$ cat src/verilog/mi_pkg.sv
// Shared constants and types for the moving inversions checker
package mi_pkg;

	// Memory word, control memory address and error code widths
	localparam int unsigned WORD_W = 16;
	localparam int unsigned ADDR_W = 22;
	localparam int unsigned CODE_W = 4;

	// Test patterns and address constants
	localparam logic [WORD_W-1:0] PAT_ZERO = 16'h0000;
	localparam logic [WORD_W-1:0] PAT_ONES = 16'hffff;
	localparam logic [WORD_W-1:0] PAT_LSB  = 16'h0001;
	localparam logic [ADDR_W-1:0] ADDR_STEP = 22'h000001;
	localparam logic [ADDR_W-1:0] ADDR_NONE = 22'h000000;

	// Error codes; the step codes are {descending, zero adding, reread}
	localparam logic [CODE_W-1:0] ERR_INIT_TIMEOUT = 4'h8;
	localparam logic [CODE_W-1:0] ERR_DIAG_TIMEOUT = 4'h9;
	localparam logic [CODE_W-1:0] ERR_MEM_PARITY   = 4'ha;
	localparam logic [CODE_W-1:0] ERR_NONEXISTENT  = 4'hb;
	localparam logic [CODE_W-1:0] ERR_NO_AREA      = 4'hc;
	localparam logic [CODE_W-1:0] ERR_CACHE_PARITY = 4'hd;
	localparam logic [CODE_W-1:0] ERR_STEP_LAST    = 4'h7;

	// Requestor timeout: time in milliseconds and clock rate in hertz
	localparam longint unsigned TIMEOUT_MS  = 4200;
	localparam longint unsigned CLOCK_HZ    = 10_000_000;
	localparam longint unsigned MS_PER_SEC  = 1000;
	localparam int unsigned TIMEOUT_CYC_DEFAULT =
		int'(TIMEOUT_MS * CLOCK_HZ / MS_PER_SEC);

	typedef enum logic [3:0] {
		ST_IDLE      = 4'h0,
		ST_CLEAR     = 4'h1,
		ST_READ      = 4'h2,
		ST_WRITE     = 4'h3,
		ST_VERIFY    = 4'h4,
		ST_INIT_WAIT = 4'h5,
		ST_DIAG_WAIT = 4'h6,
		ST_DONE      = 4'h7
	} state_t;

	typedef struct packed {
		logic [CODE_W-1:0] code;
		logic [ADDR_W-1:0] failing_address;
		logic [WORD_W-1:0] expected_pattern;
		logic [WORD_W-1:0] actual_pattern;
		logic              has_data;
		logic              dual_address;
	} err_record_t;

endpackage

$ cat src/verilog/mi_timeout.sv
// Cycle counter that flags a requestor timeout
`timescale 1ns/1ps
module mi_timeout #(
	parameter int unsigned LIMIT = 16
) (
	input  wire logic clk,
	input  wire logic rst,
	input  wire logic run,
	output logic      expired
);
	logic [31:0] count;

	// Counts while running, clears when idle, saturates at LIMIT - 1
	always_ff @(posedge clk) begin
		if (rst || !run) begin
			count <= 32'h0;
		end else if (count != LIMIT - 1) begin
			count <= count + 32'h1;
		end
	end

	assign expired = run && (count == LIMIT - 1);
endmodule // mi_timeout

$ cat src/verilog/mi_classifier.sv
// Dual addressing signature check for one data mismatch
`timescale 1ns/1ps
module mi_classifier
	import mi_pkg::*;
(
	input  wire logic              zero_add,
	input  wire logic [WORD_W-1:0] expected,
	input  wire logic [WORD_W-1:0] actual,
	output logic                   dual
);
	logic [WORD_W-1:0] one_sig;
	logic [WORD_W-1:0] zero_sig;

	// Next pattern of the running step is the fault signature
	assign one_sig  = {expected[WORD_W-2:0], 1'b1};
	assign zero_sig = {1'b0, expected[WORD_W-1:1]};

	always_comb begin
		if (zero_add) begin
			dual = (expected != PAT_ZERO) && (actual == zero_sig);
		end else begin
			dual = (expected != PAT_ONES) && (actual == one_sig);
		end
	end
endmodule // mi_classifier

$ cat src/verilog/moving_inversions_error_report.sv
// Moving inversions control memory test with error classification
//
// Summary of operation
// - Codes 0 to 7 mark control memory mismatches, one per test step
// - Only the requestor control area range is addressed, never data memory
// - Requestor init not done before timeout reports code 8
// - Requestor microdiagnostic not done before timeout reports code 9
// - Memory parity trap reports code 10, nonexistent memory trap code 11
// - Trap and timeout reports carry no expected or actual word
// - No working control area available reports code 12
// - Cache parity trap reports code 13, apart from memory parity
// - Mismatch reports carry failing address, expected and actual words
// - Ascending one adding read-before-rewrite mismatch reports code 0
// - One adding dual addressing: actual is expected plus next left 1
// - Code 0 dual signature means a lower address write hit it
// - Immediate reread failures report codes 1, 3, 5 or 7 by step
// - Ascending zero adding read-before-rewrite mismatch reports code 2
// - Zero adding dual addressing: extra 0 at expected leftmost 1
// - Descending one adding read mismatch reports code 4
// - Words differing in more than one bit are plain data errors
// - One adding: fewer ones than expected is a plain data error
// - Zero adding: more ones than expected is a plain data error
// - Zero adding: single bit off the leftmost position is data error
// - Each run first clears every tested word to zero
// - Ones are added until all ones, then removed until all zero
// - After ascending passes the sequence repeats highest to lowest
`timescale 1ns/1ps
module moving_inversions_error_report
	import mi_pkg::*;
#(
	parameter int unsigned TIMEOUT_CYCLES = TIMEOUT_CYC_DEFAULT
) (
	input  wire logic              CLOCK,
	input  wire logic              SYS_RST,
	input  wire logic              START,
	input  wire logic              AREA_FOUND,
	input  wire logic [ADDR_W-1:0] AREA_FIRST,
	input  wire logic [ADDR_W-1:0] AREA_LAST,
	output logic                   MEM_REQ,
	output logic                   MEM_WRITE,
	output logic      [ADDR_W-1:0] MEM_ADDR,
	output logic      [WORD_W-1:0] MEM_WDATA,
	input  wire logic              MEM_ACK,
	input  wire logic [WORD_W-1:0] MEM_RDATA,
	input  wire logic              MEM_PARITY_TRAP,
	input  wire logic              NONEXISTENT_MEMORY_TRAP,
	input  wire logic              CACHE_PARITY_TRAP,
	output logic                   REQ_ENABLE,
	output logic                   REQ_TEST_GO,
	input  wire logic              REQ_INIT_DONE,
	input  wire logic              REQ_DIAG_DONE,
	output logic                   BUSY,
	output logic                   TEST_DONE,
	output logic                   ERR_VALID,
	output err_record_t            ERR_RECORD
);
	import mi_pkg::*;

	state_t            state;
	state_t            next_state;
	logic [ADDR_W-1:0] area_lo;
	logic [ADDR_W-1:0] area_hi;
	logic [WORD_W-1:0] pat;
	logic [WORD_W-1:0] wpat;
	logic              down;
	logic              zero_add;
	logic              mem_phase;
	logic              mem_trap;
	logic              pass_end;
	logic              init_expired;
	logic              diag_expired;
	logic              dual;
	logic              mismatch;
	logic [ADDR_W-1:0] first_addr;
	logic [ADDR_W-1:0] last_addr;
	logic [ADDR_W-1:0] step_addr;
	logic              next_valid;
	err_record_t       next_rec;

	assign mem_phase = (state == ST_CLEAR) || (state == ST_READ)
		|| (state == ST_WRITE) || (state == ST_VERIFY);
	assign mem_trap = mem_phase
		&& (MEM_PARITY_TRAP || NONEXISTENT_MEMORY_TRAP);
	assign first_addr = down ? area_hi : area_lo;
	assign last_addr  = down ? area_lo : area_hi;
	assign pass_end   = (MEM_ADDR == last_addr);
	assign step_addr  = down ? MEM_ADDR - ADDR_STEP : MEM_ADDR + ADDR_STEP;

	// Memory bus handshake, busy and done status
	assign MEM_REQ   = mem_phase;
	assign MEM_WRITE = (state == ST_CLEAR) || (state == ST_WRITE);
	assign BUSY      = (state != ST_IDLE);
	assign TEST_DONE = (state == ST_DONE);

	mi_timeout #(
		.LIMIT(TIMEOUT_CYCLES)
	) u_init_tmo (
		.clk    (CLOCK),
		.rst    (SYS_RST),
		.run    (state == ST_INIT_WAIT),
		.expired(init_expired)
	);

	mi_timeout #(
		.LIMIT(TIMEOUT_CYCLES)
	) u_diag_tmo (
		.clk    (CLOCK),
		.rst    (SYS_RST),
		.run    (state == ST_DIAG_WAIT),
		.expired(diag_expired)
	);

	mi_classifier u_class (
		.zero_add(zero_add),
		.expected(pat),
		.actual  (MEM_RDATA),
		.dual    (dual)
	);

	// Sequencer
	always_comb begin
		next_state = state;
		case (state)
			ST_IDLE: begin
				if (START && AREA_FOUND) begin
					next_state = ST_CLEAR;
				end
			end
			ST_CLEAR: begin
				if (MEM_ACK && pass_end) begin
					next_state = ST_READ;
				end
			end
			ST_READ: begin
				if (MEM_ACK) begin
					next_state = ST_WRITE;
				end
			end
			ST_WRITE: begin
				if (MEM_ACK) begin
					next_state = ST_VERIFY;
				end
			end
			ST_VERIFY: begin
				if (MEM_ACK && pass_end && zero_add && wpat == PAT_ZERO) begin
					next_state = down ? ST_INIT_WAIT : ST_CLEAR;
				end else if (MEM_ACK) begin
					next_state = ST_READ;
				end
			end
			ST_INIT_WAIT: begin
				if (REQ_INIT_DONE) begin
					next_state = ST_DIAG_WAIT;
				end else if (init_expired) begin
					next_state = ST_DONE;
				end
			end
			ST_DIAG_WAIT: begin
				if (REQ_DIAG_DONE || diag_expired) begin
					next_state = ST_DONE;
				end
			end
			ST_DONE: begin
				next_state = ST_IDLE;
			end
			default: begin
				next_state = ST_IDLE;
			end
		endcase
		if (mem_trap) begin
			next_state = ST_CLEAR;
		end
	end

	always_ff @(posedge CLOCK) begin
		if (SYS_RST) begin
			state <= ST_IDLE;
		end else begin
			state <= next_state;
		end
	end

	// Area bounds captured at start; only these words are touched
	always_ff @(posedge CLOCK) begin
		if (SYS_RST) begin
			area_lo <= ADDR_NONE;
			area_hi <= ADDR_NONE;
		end else if (state == ST_IDLE && START) begin
			area_lo <= AREA_FIRST;
			area_hi <= AREA_LAST;
		end
	end

	// Address, direction and pattern walk
	always_ff @(posedge CLOCK) begin
		if (SYS_RST) begin
			MEM_ADDR <= ADDR_NONE;
			down     <= 1'b0;
			zero_add <= 1'b0;
			pat      <= PAT_ZERO;
			wpat     <= PAT_ZERO;
		end else if (mem_trap || (state == ST_IDLE && START)) begin
			MEM_ADDR <= (state == ST_IDLE) ? AREA_FIRST : area_lo;
			down     <= 1'b0;
			zero_add <= 1'b0;
			pat      <= PAT_ZERO;
			wpat     <= PAT_ZERO;
		end else if (state == ST_CLEAR && MEM_ACK) begin
			MEM_ADDR <= pass_end ? first_addr : step_addr;
			if (pass_end) begin
				wpat <= PAT_LSB;
			end
		end else if (state == ST_VERIFY && MEM_ACK) begin
			MEM_ADDR <= pass_end ? first_addr : step_addr;
			if (pass_end) begin
				pat <= wpat;
				if (zero_add && wpat == PAT_ZERO) begin
					down     <= 1'b1;
					zero_add <= 1'b0;
					MEM_ADDR <= area_hi;
				end else if (!zero_add && wpat == PAT_ONES) begin
					zero_add <= 1'b1;
					wpat     <= {1'b0, wpat[WORD_W-1:1]};
				end else if (zero_add) begin
					wpat <= {1'b0, wpat[WORD_W-1:1]};
				end else begin
					wpat <= {wpat[WORD_W-2:0], 1'b1};
				end
			end
		end
	end

	assign MEM_WDATA = wpat;

	// Requestor control
	always_ff @(posedge CLOCK) begin
		if (SYS_RST) begin
			REQ_ENABLE  <= 1'b0;
			REQ_TEST_GO <= 1'b0;
		end else begin
			REQ_ENABLE  <= (next_state == ST_INIT_WAIT)
				|| (next_state == ST_DIAG_WAIT);
			REQ_TEST_GO <= (state == ST_INIT_WAIT)
				&& (next_state == ST_DIAG_WAIT);
		end
	end

	// Error record selection
	assign mismatch = MEM_ACK && (MEM_RDATA != (state == ST_READ ? pat : wpat));

	always_comb begin
		next_valid = 1'b0;
		next_rec   = '0;
		if (state == ST_IDLE && START && !AREA_FOUND) begin
			next_valid    = 1'b1;
			next_rec.code = ERR_NO_AREA;
		end else if (mem_trap) begin
			next_valid = 1'b1;
			next_rec.code = MEM_PARITY_TRAP ? ERR_MEM_PARITY
				: ERR_NONEXISTENT;
			next_rec.failing_address = MEM_ADDR;
		end else if (BUSY && CACHE_PARITY_TRAP) begin
			next_valid    = 1'b1;
			next_rec.code = ERR_CACHE_PARITY;
		end else if (state == ST_INIT_WAIT && !REQ_INIT_DONE
			&& init_expired) begin
			next_valid    = 1'b1;
			next_rec.code = ERR_INIT_TIMEOUT;
		end else if (state == ST_DIAG_WAIT && !REQ_DIAG_DONE
			&& diag_expired) begin
			next_valid    = 1'b1;
			next_rec.code = ERR_DIAG_TIMEOUT;
		end else if ((state == ST_READ || state == ST_VERIFY) && mismatch) begin
			next_valid = 1'b1;
			next_rec.code = {1'b0, down, zero_add,
				state == ST_VERIFY};
			next_rec.failing_address  = MEM_ADDR;
			next_rec.expected_pattern = (state == ST_READ) ? pat : wpat;
			next_rec.actual_pattern   = MEM_RDATA;
			next_rec.has_data         = 1'b1;
			next_rec.dual_address     = (state == ST_READ) && dual;
		end
	end

	always_ff @(posedge CLOCK) begin
		if (SYS_RST) begin
			ERR_VALID  <= 1'b0;
			ERR_RECORD <= '0;
		end else begin
			ERR_VALID <= next_valid;
			if (next_valid) begin
				ERR_RECORD <= next_rec;
			end
		end
	end
endmodule // moving_inversions_error_report

$ cat config.mk
export PLATFORM = sky130hd
export DESIGN_NAME = moving_inversions_error_report
export DESIGN_NICKNAME = d
export VERILOG_FILES = /design/src/verilog/mi_pkg.sv /design/src/verilog/mi_timeout.sv /design/src/verilog/mi_classifier.sv /design/src/verilog/moving_inversions_error_report.sv
export SDC_FILE = /design/constraint.sdc
export NUM_CORES = 1
export LEC_CHECK = 0
export BUFFER_PORTS_ARGS = -buffer_cell sky130_fd_sc_hd__buf_4
export CAP_MARGIN = 40
export CORE_MARGIN = 2
export CORE_UTILIZATION = 45
export DETAILED_ROUTE_END_ITERATION = 6
export PLACE_DENSITY = 0.65
export SYNTH_ARGS = -nofsm -noshare
export SYNTH_HDL_FRONTEND = slang
export SYNTH_SLANG_ARGS = --single-unit
$ cat constraint.sdc
create_clock -name CLOCK -period 4.85 [get_ports CLOCK]
set_input_delay 0 -clock CLOCK [delete_from_list [all_inputs] [get_ports CLOCK]]
set_output_delay 0 -clock CLOCK [all_outputs]
set_load 0.005 [all_outputs]
==> results.cfg, run 1 <==
[layout]
final_cells = 2086
fin_area_um2 = 15700
fin_nets = 1783
area_delta_synth_final_pct = 24.1
diodes = 0
final_common_cell = dfxtp_1
drive_above_1_share_pct = 15.6
final_cell_mix = dfxtp_1, buf_4, nand2_1

[synthesis]
syn_area_per_cell_um2 = 8.35
syn_area_um2 = 12700
netlist_instances = 1516
synth_top_family_by_area = simple AND/OR/NAND/NOR gates
synth_seq_cells = 231
synth_cell_types = 74
synth-compound-area-share_pct = 15.9
synth_ff_type = dfxtp_1
synth-edff-count = 0
synth-simple-area-share_pct = 22.3
ys_warn_count = 0
syn-num-nets = 1609
synthAdderAreaFrac_pct = 2.33
synthArstFlopShare_pct = 0
synthMuxAreaShare_pct = 8.63
synthXorXnorAreaFrac_pct = 9.34
yosysSeqAreaShare_pct = 36.5

[global_route]
grtUsageTotal_pct = 25.4
grt_max_degree = 77
grt_pass1_wl_mm = 59.8
grt_pass1_vias = 11000
grt_antenna_before_repair = 0
grt_overflow = 0

[place]
dp_hpwl_mm = 26.9
io_buffers = 174
post-place-cells = 1974
place_area_um2 = 14200
place.gp.congestion = 0.905
place_ws_ns = 1.13

[timing]
hold_slack_ns = 0.0537
setup_viol = 0
setup_tns_ns = 0
report.final.slew_viol_count = 0
setup_slack_ns = 1.06
rsz0062_at_grt = false
max_freq_mhz = 264
period_share_pct = 78.0
tightestPinTransition_ns = 0.960
maxSlewHeadroom_pct = 35.7
finalHoldViolCount = 0
clock-skew-final_ns = 0.0137
period_minus_slack_ns = 3.79

[clocking]
cts_resized = 0
cts_root_buf = clkbuf_16
numCtsBuffers = 26
clkSinkCount = 231
cts_max_level = 1
clkLatencyLatePin_ns = 0.54
path_clk_slew_ns = 0.06
clock_path_buffers = 3
cts_tree = done

[critical_path]
critPathLaunch = state[0]
crit_end = MEM_ADDR[11]
required_ns = 5.24
reg2reg_from = state[0]
reg2reg_depth = 9
critPathMaxFanout = 17
crit_path_end_kind = flip-flop
arrival_ns = 4.17
worstSetupStartpointType = flip-flop
worstSetupPathType = reg2reg
r2r_end = MEM_ADDR[11]
r2r_setup_slack_ns = 1.06

[floorplan]
start_util_pct = 45.6
io_pins = 175
rows = 61
die_h_um = 172
core_um2 = 27800
die_area_um2 = 29500
die_width_um = 172

[power_and_ir_drop]
peakVddDrop_mv = 0.216
power_density_nw_per_um2 = 286
power_leakage_nw = 6.05

[hold_path]
holdCritPathClass = in2reg

[route]
num_vias = 11900
highest_layer = met4
wl_met1_mm = 18.5
dr.pass1.iters = 5
wl_per_cell_um = 18.4
vias_per_cell = 5.69
wl_met3_mm = 2.71
drtAntennaViolNets = 0
drc = 0
drt_iter0_markers = 983
route.met2.wl_mm = 16.3
routed_wl_mm = 38.4

[run_status]
status = finished clean

[flow_run]
max_cap_violations = 0
## layout make-up
class / count / area [um2]
well taps: 378 / 473
inverters: 30 / 113
flip-flops and latches: 231 / 4630
clock buffers: 41 / 798
repair buffers: 263 / 2200
clock inverters: 5 / 81.3
fillers: 2584 / 12100
multi-input cells: 1138 / 7440
## per-layer routing
layer	global-route usage [%]	vias up
li1	-	5736
met1	37.4	5618
met2	38.3	450
met3	3.87	65
met4	6.65	0
met5	0	-
## worst min path at each step
stage / from / endpoint / depth (start not counted) / slack [ns]
after floorplan: MEM_RDATA[8] / ERR_RECORD[10] / 1 / 0.13
after global placement: AREA_LAST[11] / area_hi[11] / 3 / 0.25
after detailed placement: AREA_LAST[8] / area_hi[8] / 3 / 0.26
after CTS: START / ERR_RECORD[58] / 4 / 0.02
after global routing: START / ERR_RECORD[58] / 4 / 0.06
final: START / ERR_RECORD[58] / 4 / 0.05
## flip-flops by register name, summed over array words and instances (netlist names), 4 cells and up
signal,flops
area_hi,22
u_init_tmo.count,32
state,4
u_diag_tmo.count,32
pat,16
MEM_WDATA,16
MEM_ADDR,22
area_lo,22
ERR_RECORD,60
## cell usage after synthesis, types with 30 or more instances
master	instances	area, um2
a21oi_1	89	445
a22o_1	39	342
clkbuf_1	98	368
dfxtp_1	231	4620
inv_1	30	113
mux2i_1	107	1070
nand2_1	184	691
nand3_1	34	170
nand4_1	34	213
nor2_1	160	601
nor3_1	31	155
o21ai_0	39	195
xnor2_1	67	587
xor2_1	68	596
## power by group
group / switching (mW) / internal (mW)
combinational: 0.248 / 0.215
sequential: 0.0693 / 1.94
clock: 0.792 / 1.23
## logic make-up (layout without fill, tap and decap cells)
group | count (synthesis) | count (layout)
AO/OA/AOI/OAI | 288 | 288
XOR/XNOR | 135 | 135
adder cells (fa/ha/maj) | 23 | 23
buffers and inverters | 147 | 339
flip-flops | 231 | 231
multiplexers | 109 | 109
other | 1 | 1
AND/OR/NAND/NOR | 582 | 582
## timing repair
action | in CTS | in global routing
setup buffers | 0 | 0
endpoints found under the hold margin | 88 | 0
hold buffers | 66 | 0
## critical path, cell delays in order (launching register included)
cell and delay (ns):
dfxtp_1 0.71, nor4b_1 0.50, and2_1 0.49, or3_1 0.27, and2_1 0.69, buf_4 0.35
mux2_2 0.36, nand2_1 0.07, o31a_1 0.13, a21oi_1 0.07
## through the flow
| step | util [%] | power, mW |
|---|---|---|
| after floorplan | - | 2.27 |
| after global placement | 50.8 | 2.45 |
| after detailed placement | 51.1 | 2.45 |
| after CTS | 56.6 | 4.52 |
| after global routing | 56.6 | 4.64 |
| final | 56.6 | 4.49 |
(Power assumes the default switching activity.)
==> inputs of run 2 (changes only) <==
--- a/config.mk
+++ b/config.mk
@@ -10,7 +10,7 @@
 export CORE_MARGIN = 2
 export CORE_UTILIZATION = 45
 export DETAILED_ROUTE_END_ITERATION = 6
-export PLACE_DENSITY = 0.65
+export PLACE_DENSITY = 0.67
 export SYNTH_ARGS = -nofsm -noshare
 export SYNTH_HDL_FRONTEND = slang
 export SYNTH_SLANG_ARGS = --single-unit
==> constraint.sdc (replaced) <==
create_clock -name CLOCK -period 3.4 [get_ports CLOCK]
set_input_delay 0 -clock CLOCK [delete_from_list [all_inputs] [get_ports CLOCK]]
set_output_delay 0 -clock CLOCK [all_outputs]
set_load 0.005 [all_outputs]
==> run 2 against run 1 <==
Die area stayed put. Combinational power increased by 50%. Power grew 48%. Largest cell class unchanged. Highest routed layer unchanged.
==> results.cfg, run 2 (synthesized netlist as in run 1, its figures left out) <==
[global_route]
grtUsageTotal_pct = 25.6
grt_max_degree = 83
grt_pass1_wl_mm = 60.4
grt_antenna_before_repair = 1
grt_pass1_vias = 11000
grt_overflow = 0

[clocking]
cts_root_buf = clkbuf_16
path_clk_slew_ns = 0.06
cts_max_level = 1
clkLatencyLatePin_ns = 0.53
cts_tree = done
numCtsBuffers = 25
clock_path_buffers = 3
post_cts_buffers = 0
clkSinkCount = 231

[layout]
reg_top3 = ERR_RECORD (60), u_diag_tmo.count (32), u_init_tmo.count (32)
multi_input_area_um2 = 7440
regArea_um2 = 4630
drive_above_1_share_pct = 17.0
final_cells = 2106
final_common_cell = dfxtp_1
area_delta_synth_final_pct = 25.9
fin_nets = 1801
largest_register = ERR_RECORD
num-fill-cells = 2491
final_cell_mix = dfxtp_1, buf_4, nand2_1
largest_reg_flops = 60

[hold_path]
holdCritPathClass = in2reg

[route]
drtAntennaViolNets = 0
num_vias = 12000
drt_iter0_markers = 1101
vias_per_cell = 5.68
dr.pass1.iters = 5
routed_wl_mm = 39.1
drc = 0
wl_per_cell_um = 18.5

[power_and_ir_drop]
power_leakage_nw = 6.19
power_density_nw_per_um2 = 416
peakVddDrop_mv = 0.310

[timing]
period_minus_slack_ns = 3.23
period_share_pct = 95.1
clock-skew-final_ns = 0.0172
tightestPinTransition_ns = 0.784
max_freq_mhz = 309
setup_tns_ns = 0
finalHoldViolCount = 0
setup_viol = 0
hold_slack_ns = 0.0246
report.final.slew_viol_count = 0
maxSlewHeadroom_pct = 47.5
rsz0062_at_grt = false

[place]
dp_hpwl_mm = 27.7
place.gp.congestion = 0.982
post-place-cells = 1995
io_buffers = 174

[critical_path]
slowest_delay_ns = 0.53
path_buf_inv = 1
cp_slowest_cell = or4b_1
worstPathCellList = buf_12, mux2i_1, xnor2_1, nor4_1, nand4_1, o31a_1, or4b_1, nor2b_1, a211oi_1
arrival_ns = 3.64
crit_family = simple AND/OR/NAND/NOR gates
crit_path_end_kind = flip-flop
worstSetupPathType = reg2reg
worstSetupStartpointType = flip-flop
critPathMaxFanout = 28
required_ns = 3.80

[floorplan]
die_h_um = 172
rows = 61
io_pins = 175
die_area_um2 = 29500
start_util_pct = 45.6
core_um2 = 27800
die_width_um = 172

[run_status]
status = finished clean

[flow_run]
max_cap_violations = 0
==> run 2: where the power goes <==
group / switching, mW / total (mW) / leakage (nW) / internal, mW
Sequential: 0.0865 / 2.85 / 1.87 / 2.76
Clock: 1.15 / 3.09 / 0.463 / 1.94
Combinational: 0.376 / 0.696 / 3.85 / 0.320
Total: 1.61 / 6.63 / 6.19 / 5.02
==> run 2: path summary, 6_finish.rpt <==
check | start | to | slack (ns) | cells past startpoint
setup / recovery | down | REQ_ENABLE | 0.17 | 9
hold / removal | CACHE_PARITY_TRAP | ERR_RECORD[59] | 0.02 | 4
setup reg to reg | down | REQ_ENABLE | 0.17 | 9
hold reg to reg | ERR_RECORD[24] | ERR_RECORD[24] | 0.46 | 1
==> run 2: area by class of cell <==
class | instances | share of cell area (%)
diodes | 1 | 0.0157
clock buffers | 33 | 4.49
clock inverters | 13 | 1.44
inverters | 30 | 0.706
multi-input cells | 1138 | 46.7
flip-flops and latches | 231 | 29.0
well taps | 378 | 2.97
repair buffers | 282 | 14.7
==> run 2: stage by stage <==
step | instance area, um2 | setup WS (ns) | power [mW] | utilization (%)
finish | 15900 | 0.167 | 6.63 | 57.4
global route | 15900 | 0.00180 | 6.86 | 57.4
CTS | 15900 | 0.150 | 6.68 | 57.4
detailed placement | 14400 | 0.194 | 3.52 | 51.7
global placement | 14300 | 0.165 | 3.51 | 51.4
floorplan | 12700 | 0.159 | 3.24 | -
==> run 2: timing repair <==
action                                 CTS  global route
resized for setup                        0             1
endpoints found under the hold margin   86             0
hold buffers                            64             0
setup endpoints to repair                0             1
==> run 2: routing by layer <==
layer	wire length (um)	track usage [%]	vias to the layer above	share of wire, %
li1	-	-	5768	-
met1	17900	36.3	5666	46
met2	17000	39.6	478	44
met3	3400	5.27	51	8.7
met4	705	6.58	0	1.8
met5	0	0	-	0
==> run 2: worst register-to-register path, delay by kind of cell, from the launching register on <==
kind	cells	cell delay, ns
AND/OR/NAND/NOR	4	1.38
AO/OA/AOI/OAI	2	0.71
flip-flops	1	0.37
multiplexers	1	0.30
buffers and inverters	1	0.22
XOR/XNOR	1	0.12
==> inputs of run 3 (changes only) <==
--- a/config.mk
+++ b/config.mk
@@ -13,4 +13,5 @@
 export PLACE_DENSITY = 0.67
 export SYNTH_ARGS = -nofsm -noshare
 export SYNTH_HDL_FRONTEND = slang
+export SYNTH_HIERARCHICAL = 1
 export SYNTH_SLANG_ARGS = --single-unit
==> run 3 against run 2 <==
Clock skew shrank 0.0049 ns. Setup slack improved by 0.038 ns. Area after synthesis grew 3.6%. Flip-flop and latch count stayed put. Routed wire length up 5.5%. Utilization is 0.51 points higher. Largest cell class unchanged. Sequential share of layout area down 1.2 points. First-iteration DRC count up 11%. Worst hold slack improved by 0.0068 ns. Global-route usage rose by 0.45 points. Sequential power hardly changed. Die area up 3.5%.
==> results.cfg, run 3 <==
[synthesis]
synth_top_family_by_area = simple AND/OR/NAND/NOR gates
yosysSeqAreaShare_pct = 35.2
synthArstFlopShare_pct = 0
synthTopCellsByCount = dfxtp_1, nand2_1, nor2_1, a21oi_1, mux2i_1
synth_cell_types = 81
ys_top_cells_by_area = dfxtp_1, mux2i_1, nand2_1
syn-num-nets = 1651
ys_warn_count = 6
netlist_instances = 1558
yosysMostFrequentCell = dfxtp_1
synthMuxAreaShare_pct = 9.29
synth_seq_cells = 231
synth-edff-count = 0
synth_area_leader_cell = dfxtp_1
synth-simple-area-share_pct = 25.3
synth-compound-area-share_pct = 15.5
syn_area_um2 = 13100
synth_ff_type = dfxtp_1
synthAdderAreaFrac_pct = 2.25
synth_top_area_share_pct = 35.2
syn_area_per_cell_um2 = 8.42
synthXorXnorAreaFrac_pct = 8.47

[place]
place_ws_ns = 0.220
io_buffers = 174
dp_hpwl_mm = 29.6
place.gp.congestion = 0.961

[power_and_ir_drop]
swShare_pct = 24.8
clockPowerShare_pct = 45.6
power_density_nw_per_um2 = 395
power_leakage_nw = 6.70
p_int_mw = 4.94
power.switching_mw = 1.63
comb_power_share_pct = 11.1
power.total_mw = 6.57
peakVddDrop_mv = 0.386
seqPwrFrac_pct = 43.3

[timing]
tightestPinTransition_ns = 0.808
setup_slack_ns = 0.205
rsz0062_at_grt = false
finalHoldViolCount = 0
clock-skew-final_ns = 0.0123
max_freq_mhz = 313
setup_viol = 0
setup_tns_ns = 0
hold_slack_ns = 0.0314
report.final.slew_viol_count = 0
maxSlewHeadroom_pct = 46.1
period_share_pct = 94.0
period_minus_slack_ns = 3.19

[clocking]
cts_max_level = 1
numCtsBuffers = 26
cts_root_buf = clkbuf_16
clkSinkCount = 231
post_cts_buffers = 0
clkLatencyLatePin_ns = 0.54
cts_tree = done
path_clk_slew_ns = 0.06
clock_path_buffers = 3

[layout]
reg_top3 = ERR_RECORD (60), u_diag_tmo/count (32), u_init_tmo/count (32)
multi_input_area_um2 = 8020
largest_register = ERR_RECORD
regArea_um2 = 4630
num-fill-cells = 2569
final_cell_mix = dfxtp_1, buf_4, nand2_1
final_util_pct = 57.9
final_common_cell = dfxtp_1
largest_reg_flops = 60
diodes = 0
area_delta_synth_final_pct = 26.6
drive_above_1_share_pct = 19.8
fin_nets = 1881

[critical_path]
reg2reg_depth = 9
critPathMaxFanout = 24
cp_slowest_cell = dfxtp_2
arrival_ns = 3.59
worstSetupPathType = reg2reg
crit_path_end_kind = flip-flop
r2r_end = REQ_ENABLE
r2r_setup_slack_ns = 0.21
worstSetupStartpointType = flip-flop
required_ns = 3.80
worstPathCellList = buf_12, mux2i_1, xnor2_1, nor4_1, nand3_1, o31a_1, o31ai_1, nor2_1, nor3_1
reg2reg_from = down
slowest_delay_ns = 0.53

[floorplan]
core_um2 = 28700
die_width_um = 175
die_area_um2 = 30500
start_util_pct = 45.7
die_h_um = 175
rows = 62
io_pins = 175

[run_status]
status = finished clean

[global_route]
grt_pass1_wl_mm = 64.8
grt_antenna_before_repair = 0
grt_overflow = 0
grt_max_degree = 74
grtUsageTotal_pct = 26.0
grt_pass1_vias = 11800

[route]
drtAntennaViolNets = 0
routed_wl_mm = 41.2
vias_per_cell = 5.82
drt_iter0_markers = 1223
dr.pass1.iters = 6
drc = 0
wl_per_cell_um = 18.8
num_vias = 12800

[hold_path]
hold_end = ERR_RECORD[0]
holdCritPathClass = in2reg
min-delay-start = REQ_INIT_DONE
holdPathStages = 5

[flow_run]
max_cap_violations = 0
==> run 3: cells by family (layout without fill, tap and decap cells) <==
family | count (synthesis) | in the layout
AO/OA/AOI/OAI | 304 | 304
XOR/XNOR | 127 | 127
adder cells (fa/ha/maj) | 23 | 23
buffers and inverters | 121 | 370
flip-flops | 231 | 231
multiplexers | 120 | 120
other | 1 | 1
AND/OR/NAND/NOR | 631 | 631
==> run 3: layer usage <==
layer  routed length, um  global-route usage, %  part of all wire (%)  up-vias
li1                    -                      -                     -     6075
met4                1030                   7.43                   2.5        0
met3                3000                   3.72                   7.3       65
met5                   0                      0                     0        -
met1               19200                   38.0                    47     6102
met2               18000                   39.9                    44      515
==> run 3: worst max path at each step <==
stage               startpoint           end  slack [ns]  cells after the start
floorplan                 down  MEM_WDATA[5]        0.44                     10
global placement          down    REQ_ENABLE        0.25                      9
detailed placement        down    REQ_ENABLE        0.22                      9
CTS                       down    REQ_ENABLE        0.18                      9
global route              down    REQ_ENABLE       0.007                      9
finish                    down    REQ_ENABLE        0.21                      9
==> run 3: power groups by stage <==
stage	Clock, mW	Combinational [mW]	Sequential [mW]
after CTS	3.05	0.716	2.84
after global placement	0	0.646	2.90
after global routing	3.15	0.785	2.85
after detailed placement	0	0.652	2.90
final	3.00	0.728	2.85
after floorplan	0	0.376	2.87
==> run 3: area by class of cell <==
class / instances / area share, %
multi-input cells: 1206 / 48.3
clock inverters: 10 / 0.790
inverters: 24 / 0.542
flip-flops and latches: 231 / 27.8
repair buffers: 299 / 14.9
well taps: 384 / 2.89
clock buffers: 37 / 4.77
==> run 3: through the flow <==
stage | cells | instance area [um2]
6_report | 2191 | 16600
5_1_grt | 2191 | 16600
2_1_floorplan | 1558 | 13100
4_1_cts | 2191 | 16600
3_3_place_gp | 2077 | 15000
3_5_place_dp | 2079 | 15000
==> run 3: critical path, delay by kind of cell (launching register included) <==
family / cells / cell delay [ns]
buffers and inverters: 1 / 0.25
AO/OA/AOI/OAI: 2 / 0.83
flip-flops: 1 / 0.53
XOR/XNOR: 1 / 0.08
multiplexers: 1 / 0.24
AND/OR/NAND/NOR: 4 / 1.10
==> run 3: what timing repair did <==
| item | in CTS | in global routing |
|---|---|---|
| endpoints found under the setup margin | 0 | 1 |
| hold buffers | 65 | 0 |
| hold endpoints to repair | 91 | 0 |
| resized for setup | 0 | 1 |
